$ cat src/rtl/igpe_pkg.sv
// constants shared by the group 2/3 priority enable block
// assumes a classic wishbone host with 32-bit data and byte addressing, bits 1..0 ignored
//
// Contract
// (RULE1) group 2: each bit's high/low pair decodes to off, level 1, 2 or 3
// (RULE2) group 3: same two-bit decode for each of its eight request bits
// (RULE3) group 2 high and low enables, bit 7: port A7 or voltage detect
// (RULE4) group 2 bit 6: A6 or comparator 0; bit 5: A5 or comparator 1
// (RULE5) group 2 bits 4..1: pins 4..1, port A or D as selected
// (RULE6) group 2 bit 0: port A pin 0 request
// (RULE7) group 3 enables, bit 7 cipher engine, bit 6 multichannel timer
// (RULE8) group 3 bit 5 serial1 receive, bit 4 serial1 transmit
// (RULE9) group 3 bits 3..2: port C pin 3/2 or channel 3/2 shared
// (RULE10) group 3 bits 1..0: port C pins 1 and 0
// (RULE11) select bits 4..1: clear routes port A pin, set routes port D pin
// (RULE12) select bits 7..5 route voltage detect, comparator 0, comparator 1
// (RULE13) second select bits 3..2 route channel 3/2 instead of port C
// (RULE14) present highest-level pending request; disabled never presented
package igpe_pkg;
  // ----------------------------------------------------------------
  // register indices, byte address is four times the index
  // ----------------------------------------------------------------
  localparam logic [11:0] IDX_G2_EN_HI  = 12'hfc7;
  localparam logic [11:0] IDX_G2_EN_LO  = 12'hfc8;
  localparam logic [11:0] IDX_G3_EN_HI  = 12'hfca;
  localparam logic [11:0] IDX_G3_EN_LO  = 12'hfcb;
  localparam logic [11:0] IDX_SRC_SEL0  = 12'hfcd;
  localparam logic [11:0] IDX_SRC_SEL1  = 12'hfce;
  localparam logic [11:0] IDX_STATUS    = 12'hfd0;
  // ----------------------------------------------------------------
  // reset values and field layouts
  // ----------------------------------------------------------------
  localparam logic [7:0]  RST_ENABLE    = 8'h00;
  localparam logic [7:0]  RST_SELECT    = 8'h00;
  localparam logic [7:0]  SEL1_RW_MASK  = 8'h0c;
  localparam int          STAT_VALID    = 7;
  localparam int          STAT_LVL_LSB  = 5;
  localparam int          NUM_SOURCES   = 16;
  localparam int          GROUP_BITS    = 8;
  // ----------------------------------------------------------------
  // priority level codes {high,low}
  // ----------------------------------------------------------------
  localparam logic [1:0]  LVL_OFF       = 2'h0;
  localparam logic [1:0]  LVL_LOW       = 2'h1;
  localparam logic [1:0]  LVL_NOMINAL   = 2'h2;
  localparam logic [1:0]  LVL_HIGH      = 2'h3;
endpackage

$ cat src/rtl/igpe_prio_if.sv
// carries per-source requests and levels to the arbiter and the winner back
// assumes both ends sit in the same clock domain
`timescale 1ns/1ps
`default_nettype none
interface igpe_prio_if;
  logic [15:0]      req;
  logic [15:0][1:0] level;
  logic             winValid;
  logic [1:0]       winLevel;
  logic [3:0]       winSource;
  modport producer (output req, output level,
                    input winValid, input winLevel, input winSource);
  modport arbiter  (input req, input level,
                    output winValid, output winLevel, output winSource);
endinterface
`default_nettype wire

$ cat src/rtl/igpe_level_arbiter.sv
// picks the pending request with the highest level, registered winner
// assumes levels and requests are stable, synchronous to clk
`timescale 1ns/1ps
`default_nettype none
module igpe_level_arbiter
  import igpe_pkg::*;
(
  // clock and reset
  input  wire logic   clk,
  input  wire logic   reset_n,
  input  wire logic   ce,
  // sources and winner
  igpe_prio_if.arbiter prio
);
  logic       bestValid;
  logic [1:0] bestLevel;
  logic [3:0] bestSource;

  // ----------------------------------------------------------------
  // search
  // ----------------------------------------------------------------
  // ties go to the lowest source number, so group 2 bit 0 goes first
  always_comb begin
    bestValid  = 1'b0;
    bestLevel  = LVL_OFF;
    bestSource = 4'h0;
    for (int i = 0; i < NUM_SOURCES; i++) begin
      if (prio.req[i] && prio.level[i] > bestLevel) begin // RULE14
        bestValid  = 1'b1;
        bestLevel  = prio.level[i];
        bestSource = 4'(i);
      end
    end
  end

  // ----------------------------------------------------------------
  // winner register
  // ----------------------------------------------------------------
  always_ff @(posedge clk or negedge reset_n) begin
    if (!reset_n) begin
      prio.winValid  <= 1'b0;
      prio.winLevel  <= LVL_OFF;
      prio.winSource <= 4'h0;
    end else if (ce) begin
      prio.winValid  <= bestValid;
      prio.winLevel  <= bestLevel;
      prio.winSource <= bestSource;
    end
  end
endmodule
`default_nettype wire

$ cat src/rtl/igpe_enables.sv
// group 2/3 enable and priority registers with source routing
// assumes wishbone classic single cycles and synchronous request levels
//
// Added by the designer: the Wishbone interface to the registers.
`timescale 1ns/1ps
`default_nettype none
module igpe_enables
  import igpe_pkg::*;
#(
  parameter int ADR_W = 14
)(
  // clock, reset, enable
  input  wire logic             clk,
  input  wire logic             reset_n,
  input  wire logic             ce,
  // wishbone slave
  input  wire logic             wb_cyc_i,
  input  wire logic             wb_stb_i,
  input  wire logic             wb_we_i,
  input  wire logic [ADR_W-1:0] wb_adr_i,
  input  wire logic [31:0]      wb_dat_i,
  input  wire logic [3:0]       wb_sel_i,
  output var  logic [31:0]      wb_dat_o,
  output var  logic             wb_ack_o,
  // group 2 raw sources
  input  wire logic [7:0]       portA,
  input  wire logic [4:1]       portD,
  input  wire logic             lowVoltageDetect,
  input  wire logic             comparator0,
  input  wire logic             comparator1,
  // group 3 raw sources
  input  wire logic             cipherReq,
  input  wire logic             multichannelTimerReq,
  input  wire logic             serial1ReceiveReq,
  input  wire logic             serial1TransmitReq,
  input  wire logic [3:0]       portC,
  input  wire logic [3:2]       channelReq,
  // routed requests and levels
  output var  logic [7:0]       group2Req,
  output var  logic [7:0]       group3Req,
  output var  logic [31:0]      sourceLevels,
  // presented request
  output var  logic             presentValid,
  output var  logic [1:0]       presentLevel,
  output var  logic [3:0]       presentSource
);
  logic [7:0]  group2EnableHigh_r;
  logic [7:0]  group2EnableLow_r;
  logic [7:0]  group3EnableHigh_r;
  logic [7:0]  group3EnableLow_r;
  logic [7:0]  sourceSelect0_r;
  logic [7:0]  sourceSelect1_r;
  logic [4:1]  padReq;
  logic [3:2]  pccReq;
  logic [7:0]  readData_nxt;
  logic [7:0]  statusByte;
  logic [11:0] wordIndex;
  logic        request;
  logic        writeNow;

  igpe_prio_if prio ();

  // ----------------------------------------------------------------
  // bus decode
  // ----------------------------------------------------------------
  assign wordIndex = wb_adr_i[13:2];
  assign request   = wb_cyc_i && wb_stb_i;
  // write lands on the edge where the host sees ack, data is held till then
  assign writeNow  = request && wb_ack_o && wb_we_i && wb_sel_i[0];

  always_ff @(posedge clk or negedge reset_n) begin
    if (!reset_n) begin
      wb_ack_o <= 1'b0;
    end else if (ce) begin
      wb_ack_o <= request && !wb_ack_o;
    end
  end

  // ----------------------------------------------------------------
  // enable registers
  // ----------------------------------------------------------------
  always_ff @(posedge clk or negedge reset_n) begin
    if (!reset_n) begin
      group2EnableHigh_r <= RST_ENABLE;
      group2EnableLow_r  <= RST_ENABLE;
      group3EnableHigh_r <= RST_ENABLE;
      group3EnableLow_r  <= RST_ENABLE;
    end else if (ce && writeNow) begin
      case (wordIndex)
        IDX_G2_EN_HI: group2EnableHigh_r <= wb_dat_i[7:0]; // RULE3
        IDX_G2_EN_LO: group2EnableLow_r  <= wb_dat_i[7:0]; // RULE3
        IDX_G3_EN_HI: group3EnableHigh_r <= wb_dat_i[7:0]; // RULE7
        IDX_G3_EN_LO: group3EnableLow_r  <= wb_dat_i[7:0]; // RULE7
        default: begin
        end
      endcase
    end
  end

  // ----------------------------------------------------------------
  // source select registers
  // ----------------------------------------------------------------
  // only bits 3..2 of the second select exist, the rest read as zero
  always_ff @(posedge clk or negedge reset_n) begin
    if (!reset_n) begin
      sourceSelect0_r <= RST_SELECT;
      sourceSelect1_r <= RST_SELECT;
    end else if (ce && writeNow) begin
      case (wordIndex)
        IDX_SRC_SEL0: sourceSelect0_r <= wb_dat_i[7:0];
        IDX_SRC_SEL1: sourceSelect1_r <= wb_dat_i[7:0] & SEL1_RW_MASK;
        default: begin
        end
      endcase
    end
  end

  // ----------------------------------------------------------------
  // read path
  // ----------------------------------------------------------------
  always_comb begin
    statusByte = 8'h00;
    statusByte[STAT_VALID] = presentValid;
    statusByte[STAT_LVL_LSB +: 2] = presentLevel;
    statusByte[3:0] = presentSource;
  end

  always_comb begin
    case (wordIndex)
      IDX_G2_EN_HI: readData_nxt = group2EnableHigh_r;
      IDX_G2_EN_LO: readData_nxt = group2EnableLow_r;
      IDX_G3_EN_HI: readData_nxt = group3EnableHigh_r;
      IDX_G3_EN_LO: readData_nxt = group3EnableLow_r;
      IDX_SRC_SEL0: readData_nxt = sourceSelect0_r;
      IDX_SRC_SEL1: readData_nxt = sourceSelect1_r;
      IDX_STATUS:   readData_nxt = statusByte;
      default:      readData_nxt = 8'h00;
    endcase
  end

  always_ff @(posedge clk or negedge reset_n) begin
    if (!reset_n) begin
      wb_dat_o <= 32'h00000000;
    end else if (ce && request && !wb_ack_o) begin
      wb_dat_o <= {24'h000000, readData_nxt};
    end
  end

  // ----------------------------------------------------------------
  // request routing
  // ----------------------------------------------------------------
  // pins 4..1 and the port C / channel pairs are plain per-bit muxes
  for (genvar b = 1; b <= 4; b++) begin : g_pad
    assign padReq[b] = sourceSelect0_r[b] ? portD[b]
                                          : portA[b]; // RULE11
  end
  for (genvar b = 2; b <= 3; b++) begin : g_pcc
    assign pccReq[b] = sourceSelect1_r[b] ? channelReq[b]
                                          : portC[b]; // RULE13
  end

  // one process owns each routed vector, so no bit has two drivers
  always_comb begin
    group2Req[7] = sourceSelect0_r[7] ? lowVoltageDetect : portA[7]; // RULE12
    group2Req[6] = sourceSelect0_r[6] ? comparator0 : portA[6]; // RULE12
    group2Req[5] = sourceSelect0_r[5] ? comparator1 : portA[5]; // RULE12
    group2Req[4:1] = padReq; // RULE5
    group2Req[0] = portA[0]; // RULE6
    group3Req[7] = cipherReq; // RULE7
    group3Req[6] = multichannelTimerReq; // RULE7
    group3Req[5] = serial1ReceiveReq; // RULE8
    group3Req[4] = serial1TransmitReq; // RULE8
    group3Req[3:2] = pccReq; // RULE9
    group3Req[1:0] = portC[1:0]; // RULE10
  end

  // ----------------------------------------------------------------
  // level decode
  // ----------------------------------------------------------------
  // source k: 0..7 group 2 bit k, 8..15 group 3 bit k-8
  for (genvar k = 0; k < GROUP_BITS; k++) begin : g_lvl
    assign prio.level[k] = {group2EnableHigh_r[k],
                            group2EnableLow_r[k]}; // RULE1 RULE4
    assign prio.level[k+GROUP_BITS] = {group3EnableHigh_r[k],
                                       group3EnableLow_r[k]}; // RULE2
  end
  assign prio.req     = {group3Req, group2Req};
  assign sourceLevels = prio.level;

  // ----------------------------------------------------------------
  // arbitration
  // ----------------------------------------------------------------
  igpe_level_arbiter u_arb (
    .clk     (clk),
    .reset_n (reset_n),
    .ce      (ce),
    .prio    (prio)
  );

  assign presentValid  = prio.winValid; // RULE14
  assign presentLevel  = prio.winLevel;
  assign presentSource = prio.winSource;
endmodule
`default_nettype wire

$ cat config.mk
export PLATFORM = sky130hd
export DESIGN_NAME = igpe_enables
export DESIGN_NICKNAME = d
export VERILOG_FILES = /design/src/rtl/igpe_pkg.sv /design/src/rtl/igpe_prio_if.sv /design/src/rtl/igpe_level_arbiter.sv /design/src/rtl/igpe_enables.sv
export SDC_FILE = /design/constraint.sdc
export NUM_CORES = 1
export LEC_CHECK = 0
export BUFFER_PORTS_ARGS = -buffer_cell sky130_fd_sc_hd__buf_4
export CAP_MARGIN = 10
export CORE_UTILIZATION = 50
export CTS_CLUSTER_DIAMETER = 40
export DETAILED_ROUTE_END_ITERATION = 6
export MAX_ROUTING_LAYER = met4
export PLACE_DENSITY_LB_ADDON = 0.3
export SLEW_MARGIN = 20
export SYNTH_ARGS = -nofsm -noshare
export SYNTH_HDL_FRONTEND = slang
export SYNTH_HIERARCHICAL = 1
export SYNTH_SLANG_ARGS = --single-unit
$ cat constraint.sdc
create_clock -name clk -period 23.7 [get_ports clk]
set_input_delay 4.74 -clock clk [delete_from_list [all_inputs] [get_ports clk]]
set_output_delay 4.74 -clock clk [all_outputs]
set_load 0.01 [all_outputs]
==> results of run 1 <==
flip-flops by register name (all words and copies together), names as in the netlist:
name / count
wb_dat_o: 8
sourceSelect0_r: 8
group2EnableLow_r: 8
group3EnableHigh_r: 8
u_arb/prio.winValid: 1
u_arb/prio.winSource: 4
group2EnableHigh_r: 8
sourceSelect1_r: 2
wb_ack_o: 1
u_arb/prio.winLevel: 2
group3EnableLow_r: 8
cells by family (layout without fill, tap and decap cells):
kind of cell,after synthesis,count (layout),share of synthesized area
other,1,24,0.0008544
AOI/OAI and AO/OA,115,115,0.2075
DFF,58,58,0.3307
buffers and inverters,65,159,0.08552
adders and majority gates,20,20,0.05530
and+or+nand+nor,133,133,0.1773
muxes,56,56,0.1428
placed cells by master (no fill, tap or decap), types with 5 or more instances in the layout:
cell type and n:
a21oi_1 14, a222oi_1 6, a22o_1 18, a22oi_1 7, and2_1 6, buf_4 116, clkbuf_8 9, conb_1 24
dfrtp_1 58, ha_1 17, inv_1 27, mux2_2 53, nand2_1 32, nand2b_1 5, nand3_1 12, nand4_1 7
nor2_1 32, nor3_1 7, o21ai_0 15
synth_stat cells, drive strengths merged (2+ instances only):
cell type,n
dfrtp,58
mux2,53
nand2,35
buf,33
nor2,32
inv,27
o21ai,20
a22o,18
ha,17
a21oi,14
nand3,12
a22oi,9
and2,9
nand4,8
nor3,7
nor4,7
a222oi,6
o211ai,6
a21boi,5
a21o,5
nand2b,5
nand3b,5
o21a,5
a31o,4
clkbuf,4
a211oi,3
a31oi,3
maj3,3
mux2i,3
o211a,3
a311oi,2
and3,2
nand4b,2
o2111ai,2
or2,2
power groups by stage:
stage | registers, mW | logic [mW] | clock network (mW)
6_report | 0.101 | 0.0240 | 0.0991
5_1_grt | 0.101 | 0.0261 | 0.104
4_1_cts | 0.101 | 0.0238 | 0.101
3_5_place_dp | 0.102 | 0.0237 | 0
3_3_place_gp | 0.102 | 0.0232 | 0
2_1_floorplan | 0.102 | 0.0127 | 0
cell type report:
cell class                      count  share of cell area
Clock buffer                       11             0.02421
Multi-Input combinational cell    348              0.4904
Clock inverter                      5             0.01453
Timing Repair Buffer              116              0.1605
Inverter                           27             0.01868
Tap cell                          105             0.02421
Sequential cell                    58              0.2675
per-stage QoR:
stage	power, mW	cell area (um^2)	util	std cells	setup WS (ns)
after global routing	0.2309	5426	0.6506	670	0.09293
after global placement	0.1255	5196	0.6230	653	0.9911
after detailed placement	0.1261	5196	0.6230	653	0.6920
after floorplan	0.1151	4476	-	471	2.984
after CTS	0.2248	5406	0.6482	669	0.9686
final	0.2236	5426	0.6506	670	1.424
per-layer routing:
metal,wire [um],GRT usage,vias up
li1,-,-,1850
met1,5781,0.3853,1936
met2,5938,0.4542,185
met3,804,0.05055,18
met4,261,0.1144,0
met5,0,-,-
worst max-delay path, delay by kind of cell:
family                     cells  cell delay, ns
AOI/OAI and AO/OA             31            6.18
adders and majority gates     18            4.95
and+or+nand+nor               35            4.78
muxes                          4            1.22
buffers and inverters          6            0.65
worst max path at each step:
| stage | to | slack, ns |
|---|---|---|
| finish | u_arb/prio.winLevel[1] | 1.42 |
| global route | u_arb/prio.winLevel[1] | 0.09 |
| CTS | u_arb/prio.winSource[3] | 0.97 |
| detailed placement | u_arb/prio.winSource[3] | 0.69 |
| global placement | u_arb/prio.winValid | 0.99 |
| floorplan | u_arb/prio.winLevel[1] | 2.98 |
repair_timing:
item                                    in CTS  in global routing
gates resized for setup                      0                  5
endpoints found under the setup margin       0                  7
buffers inserted                             0                  1
hold endpoints to repair                     0                  0
==> reports/results.ini, run 1 <==
[routing]
post_drt_via_cell_ratio = 5.954
drt_pass1_iterations = 5
drc = 0
drt_iter0_markers = 277
wl_mm = 12.79
num_vias = 3989
ant_nets = 0
wire_per_inst_um = 19.08

[hold_path]
hp-class = reg -> reg
holdPathEnd = wb_dat_o[4]
min_from = wb_dat_o[4]
whs_path_depth = 1

[global_route]
grt_first_pass_wirelength_mm = 19.15
grt_use_total = 0.2940
overflow = 0
grt_pass1_vias = 3742
grt_max_degree = 59
antenna_found_initial = 0

[pwr]
clockPowerShare = 0.443
p_int_uw = 169.2
p_comb_frac = 0.107
peakVddDrop_v = 0.00002398
p_sw_frac = 0.2435
power.switching_uw = 54.45
cellPowerDensity_nw_per_um2 = 41.21
p_leak_nw = 2.756
p_seq_frac = 0.450

[setup_path]
reg2reg_to = u_arb/prio.winLevel[1]
max_stage_delay_ns = 0.41
startpoint = portA[0]
crit_path_end_kind = register
cp_slowest_cell = o211ai_1
r2r.worst_path.cells = 93
cp.arrival_ns = 22.50
start_kind = primary input
regToRegSetupSlack_ns = 5.49
critPathRequiredTime_ns = 23.93
cp_max_fo = 7
worstReg2RegStart = group2EnableHigh_r[0]
worstSetupPathType = in -> reg

[clock_tree]
clk_latency_ns = 0.35
root_buffer = clkbuf_8
cts_tree = done
cts_hold_buf = 0
clockBufferDepth = 2
htree_num_levels = 3
clk_pin_slew_ns = 0.06
cts_inserted_buffers = 9
cts_sinks = 58

[placed_design]
place.detailed.hpwl_mm = 9.580
gp_congestion = 0.9169
io_buffers = 115

[floorplan]
dieArea_um2 = 9158
die_width_um = 95.70
num_rows = 33
core_area_um2 = 8341
die_y_um = 95.70
start_util = 0.5263
io_pins = 169

[synth]
synthArstFlopShare = 1.000
ys_seq_area_frac = 0.3307
synth_seq_cells = 58
yosys.area.top_type = dfrtp_1
syn_avg_cell_area_um2 = 9.797
synth_edf_count = 0
ys_warn_count = 6
ys_top_cells_by_area = dfrtp_1, mux2_2, buf_4
synth_top_area_share = 0.3307
synth_ff_type = dfrtp_1
synthCells = 448
syn_area_um2 = 4389
ys_types = 74

[sta]
clock_skew_ns = 0.01033
report.final.slew_viol_count = 0
hold_viol_final = 0
timing.final.crit_share = 0.9399
timing.hold.ws_ns = 0.5102
max-slew-margin-rel = 0.3618
fmax_ghz = 0.04489
finalSetupViolations = 0
rsz0062_at_grt = false
finalSetupTns_ns = 0
tightest_slew_ns = 0.9494
period_needed_ns = 22.28

[flow_run]
max_cap_viol_count = 0

[run_status]
run_status = finished, final reports clean

[cells_and_area]
regArea_um2 = 1451
n_fill_cell = 691
drive_above_1_share = 0.3929
antenna_cells = 0
area_growth_pct = 23.63
nNetsFinal = 658
multi_input_area_um2 = 2661

No activity file was read; power rests on OpenSTA's default activity.
==> run 2, diff against run 1 <==
Settings changed: ABC_CLOCK_PERIOD_IN_PS set to 23700, PLACE_DENSITY set to 0.81, PLACE_DENSITY_LB_ADDON 0.3 to not set.
==> run 2 against run 1 <==
Flip-flop and latch count is the same. Worst setup slack lost 0.16 ns. Clock-buffer cell count shrank 2. Clock skew grew 0.0029 ns. Cell count is the same. Hold slack is essentially flat. Sequential power is essentially flat. Core utilization grew 0.42 points. Combinational power is essentially flat. Clock power grew 16%. Critical path type unchanged.
==> reports/results.ini, run 2 (same netlist as run 1, synthesis figures left out) <==
[run_status]
run_status = finished, final reports clean

[setup_path]
crit_top_cell = nor2_1
crit_path_end_kind = register
cp.arrival_ns = 22.66  ; +0.16 ns
max_stage_delay_ns = 0.36  ; -0.05 ns
critPathRequiredTime_ns = 23.92  ; about the same
path_buf_inv = 5  ; -1
worstSetupPathType = in -> reg
start_kind = primary input
cp_max_fo = 7  ; unchanged
cp_slowest_cell = a311oi_2
cp_top_family = compound AO/OA/AOI/OAI gates

[routing]
drt_iter0_markers = 422  ; +52%
ant_nets = 0  ; unchanged
num_vias = 4119  ; +3.3%
drc = 0  ; unchanged
drt_pass1_iterations = 5  ; unchanged
wire_per_inst_um = 18.91  ; -0.89%
wl_mm = 12.67  ; -0.89%
post_drt_via_cell_ratio = 6.148  ; +3.3%

[floorplan]
die_y_um = 95.70  ; unchanged
io_pins = 169  ; unchanged
num_rows = 33  ; unchanged
core_area_um2 = 8341  ; unchanged
die_width_um = 95.70  ; unchanged
dieArea_um2 = 9158  ; unchanged
start_util = 0.5263  ; unchanged

[global_route]
grt_use_total = 0.2927  ; -0.001279
overflow = 0  ; unchanged
antenna_found_initial = 0  ; unchanged
grt_pass1_vias = 3787  ; +1.2%
grt_max_degree = 59  ; unchanged
grt_first_pass_wirelength_mm = 19.27  ; +0.61%

[sta]
timing.hold.ws_ns = 0.5106  ; +0.0004120 ns
report.final.slew_viol_count = 0  ; unchanged
tightest_slew_ns = 0.9872  ; +0.03788 ns
max-slew-margin-rel = 0.3364  ; -0.02546
clock_skew_ns = 0.01328  ; +0.002948 ns
period_needed_ns = 22.44  ; +0.1632 ns
fmax_ghz = 0.04457  ; -0.73%
hold_viol_final = 0  ; unchanged
finalSetupTns_ns = 0  ; unchanged
finalSetupViolations = 0  ; unchanged
rsz0062_at_grt = false
timing.final.crit_share = 0.9468  ; +0.006886

[pwr]
cellPowerDensity_nw_per_um2 = 43.89  ; +6.5%
finalPower_uw = 239.7  ; +7.2%
peakVddDrop_v = 0.00002531  ; +5.6%
p_leak_nw = 2.772  ; +0.59%

[placed_design]
gp_congestion = 0.9749  ; +6.3%
dp_cells = 653  ; unchanged
place.detailed.hpwl_mm = 9.271  ; -3.2%
io_buffers = 115  ; unchanged

[cells_and_area]
nNetsFinal = 658  ; unchanged
instances_no_fill = 670  ; unchanged
drive_above_1_share = 0.3947  ; +0.001770
antenna_cells = 0  ; unchanged
final_cell_mix = buf_4, dfrtp_1, mux2_2
n_fill_cell = 698  ; +1.0%
utilization = 0.6548  ; +0.004200
area_growth_pct = 24.43
final_common_cell = buf_4

[clock_tree]
cts_sinks = 58  ; unchanged
cts_tree = done
root_buffer = clkbuf_8
clk_latency_ns = 0.35  ; about the same
cts_inserted_buffers = 9  ; unchanged
htree_num_levels = 3  ; unchanged
cts_hold_buf = 0  ; unchanged
clockBufferDepth = 2  ; unchanged
clk_pin_slew_ns = 0.08  ; +0.02 ns

[hold_path]
hp-class = reg -> reg

[flow_run]
max_cap_viol_count = 0  ; unchanged

## run 2: worst paths after layout
path,startpoint,endpoint,slack [ns],cells after the start
worst max register to register,group2EnableHigh_r[0],u_arb/prio.winSource[3],5.31,93
min in group asynchronous,reset_n,group3EnableLow_r[0],4.43,1
worst max-delay path,portA[0],u_arb/prio.winSource[3],1.26,94
worst min register to register,wb_dat_o[0],wb_dat_o[0],0.51,1
max in group asynchronous,reset_n,group2EnableHigh_r[3],18.75,1
worst min-delay path,wb_dat_o[0],wb_dat_o[0],0.51,1
## run 2: layout make-up
class	count	area [um^2]	share of cell area
flip-flops and latches	58	1451	0.2657
clock inverters	7	125.1	0.02291
well taps	105	131.4	0.02405
multi-input cells	348	2658	0.4866
inverters	27	101.3	0.01856
clock buffers	9	123.9	0.02268
repair buffers	116	870.8	0.1595
## run 2: layer usage
metal	GRT usage	share of wire	routed length (um)	vias to the layer above
li1	-	-	-	1857
met1	0.3725	0.42	5313	1949
met2	0.4524	0.46	5791	279
met3	0.07425	0.10	1294	34
met4	0.1045	0.021	272	0
met5	-	0	0	-
## run 2: per-stage QoR
step / area, um^2 / worst slack, ns
after floorplan: 4476 / 2.984
after global placement: 5196 / 1.411
after detailed placement: 5196 / 0.9464
after CTS: 5445 / 1.164
after global routing: 5461 / 0.07743
final: 5461 / 1.261
## run 2: repair_timing
item | in CTS | in global routing
setup endpoints to repair | 0 | 7
hold endpoints to repair | 0 | 0
setup buffers | 0 | 1
gates resized for setup | 0 | 4
## run 2: report_power, final
part           internal, mW  total, mW  switching (mW)
Clock                0.0707      0.115          0.0447
Sequential           0.0996      0.100        0.000818
Combinational        0.0104     0.0239          0.0135
Total                 0.181      0.240          0.0590
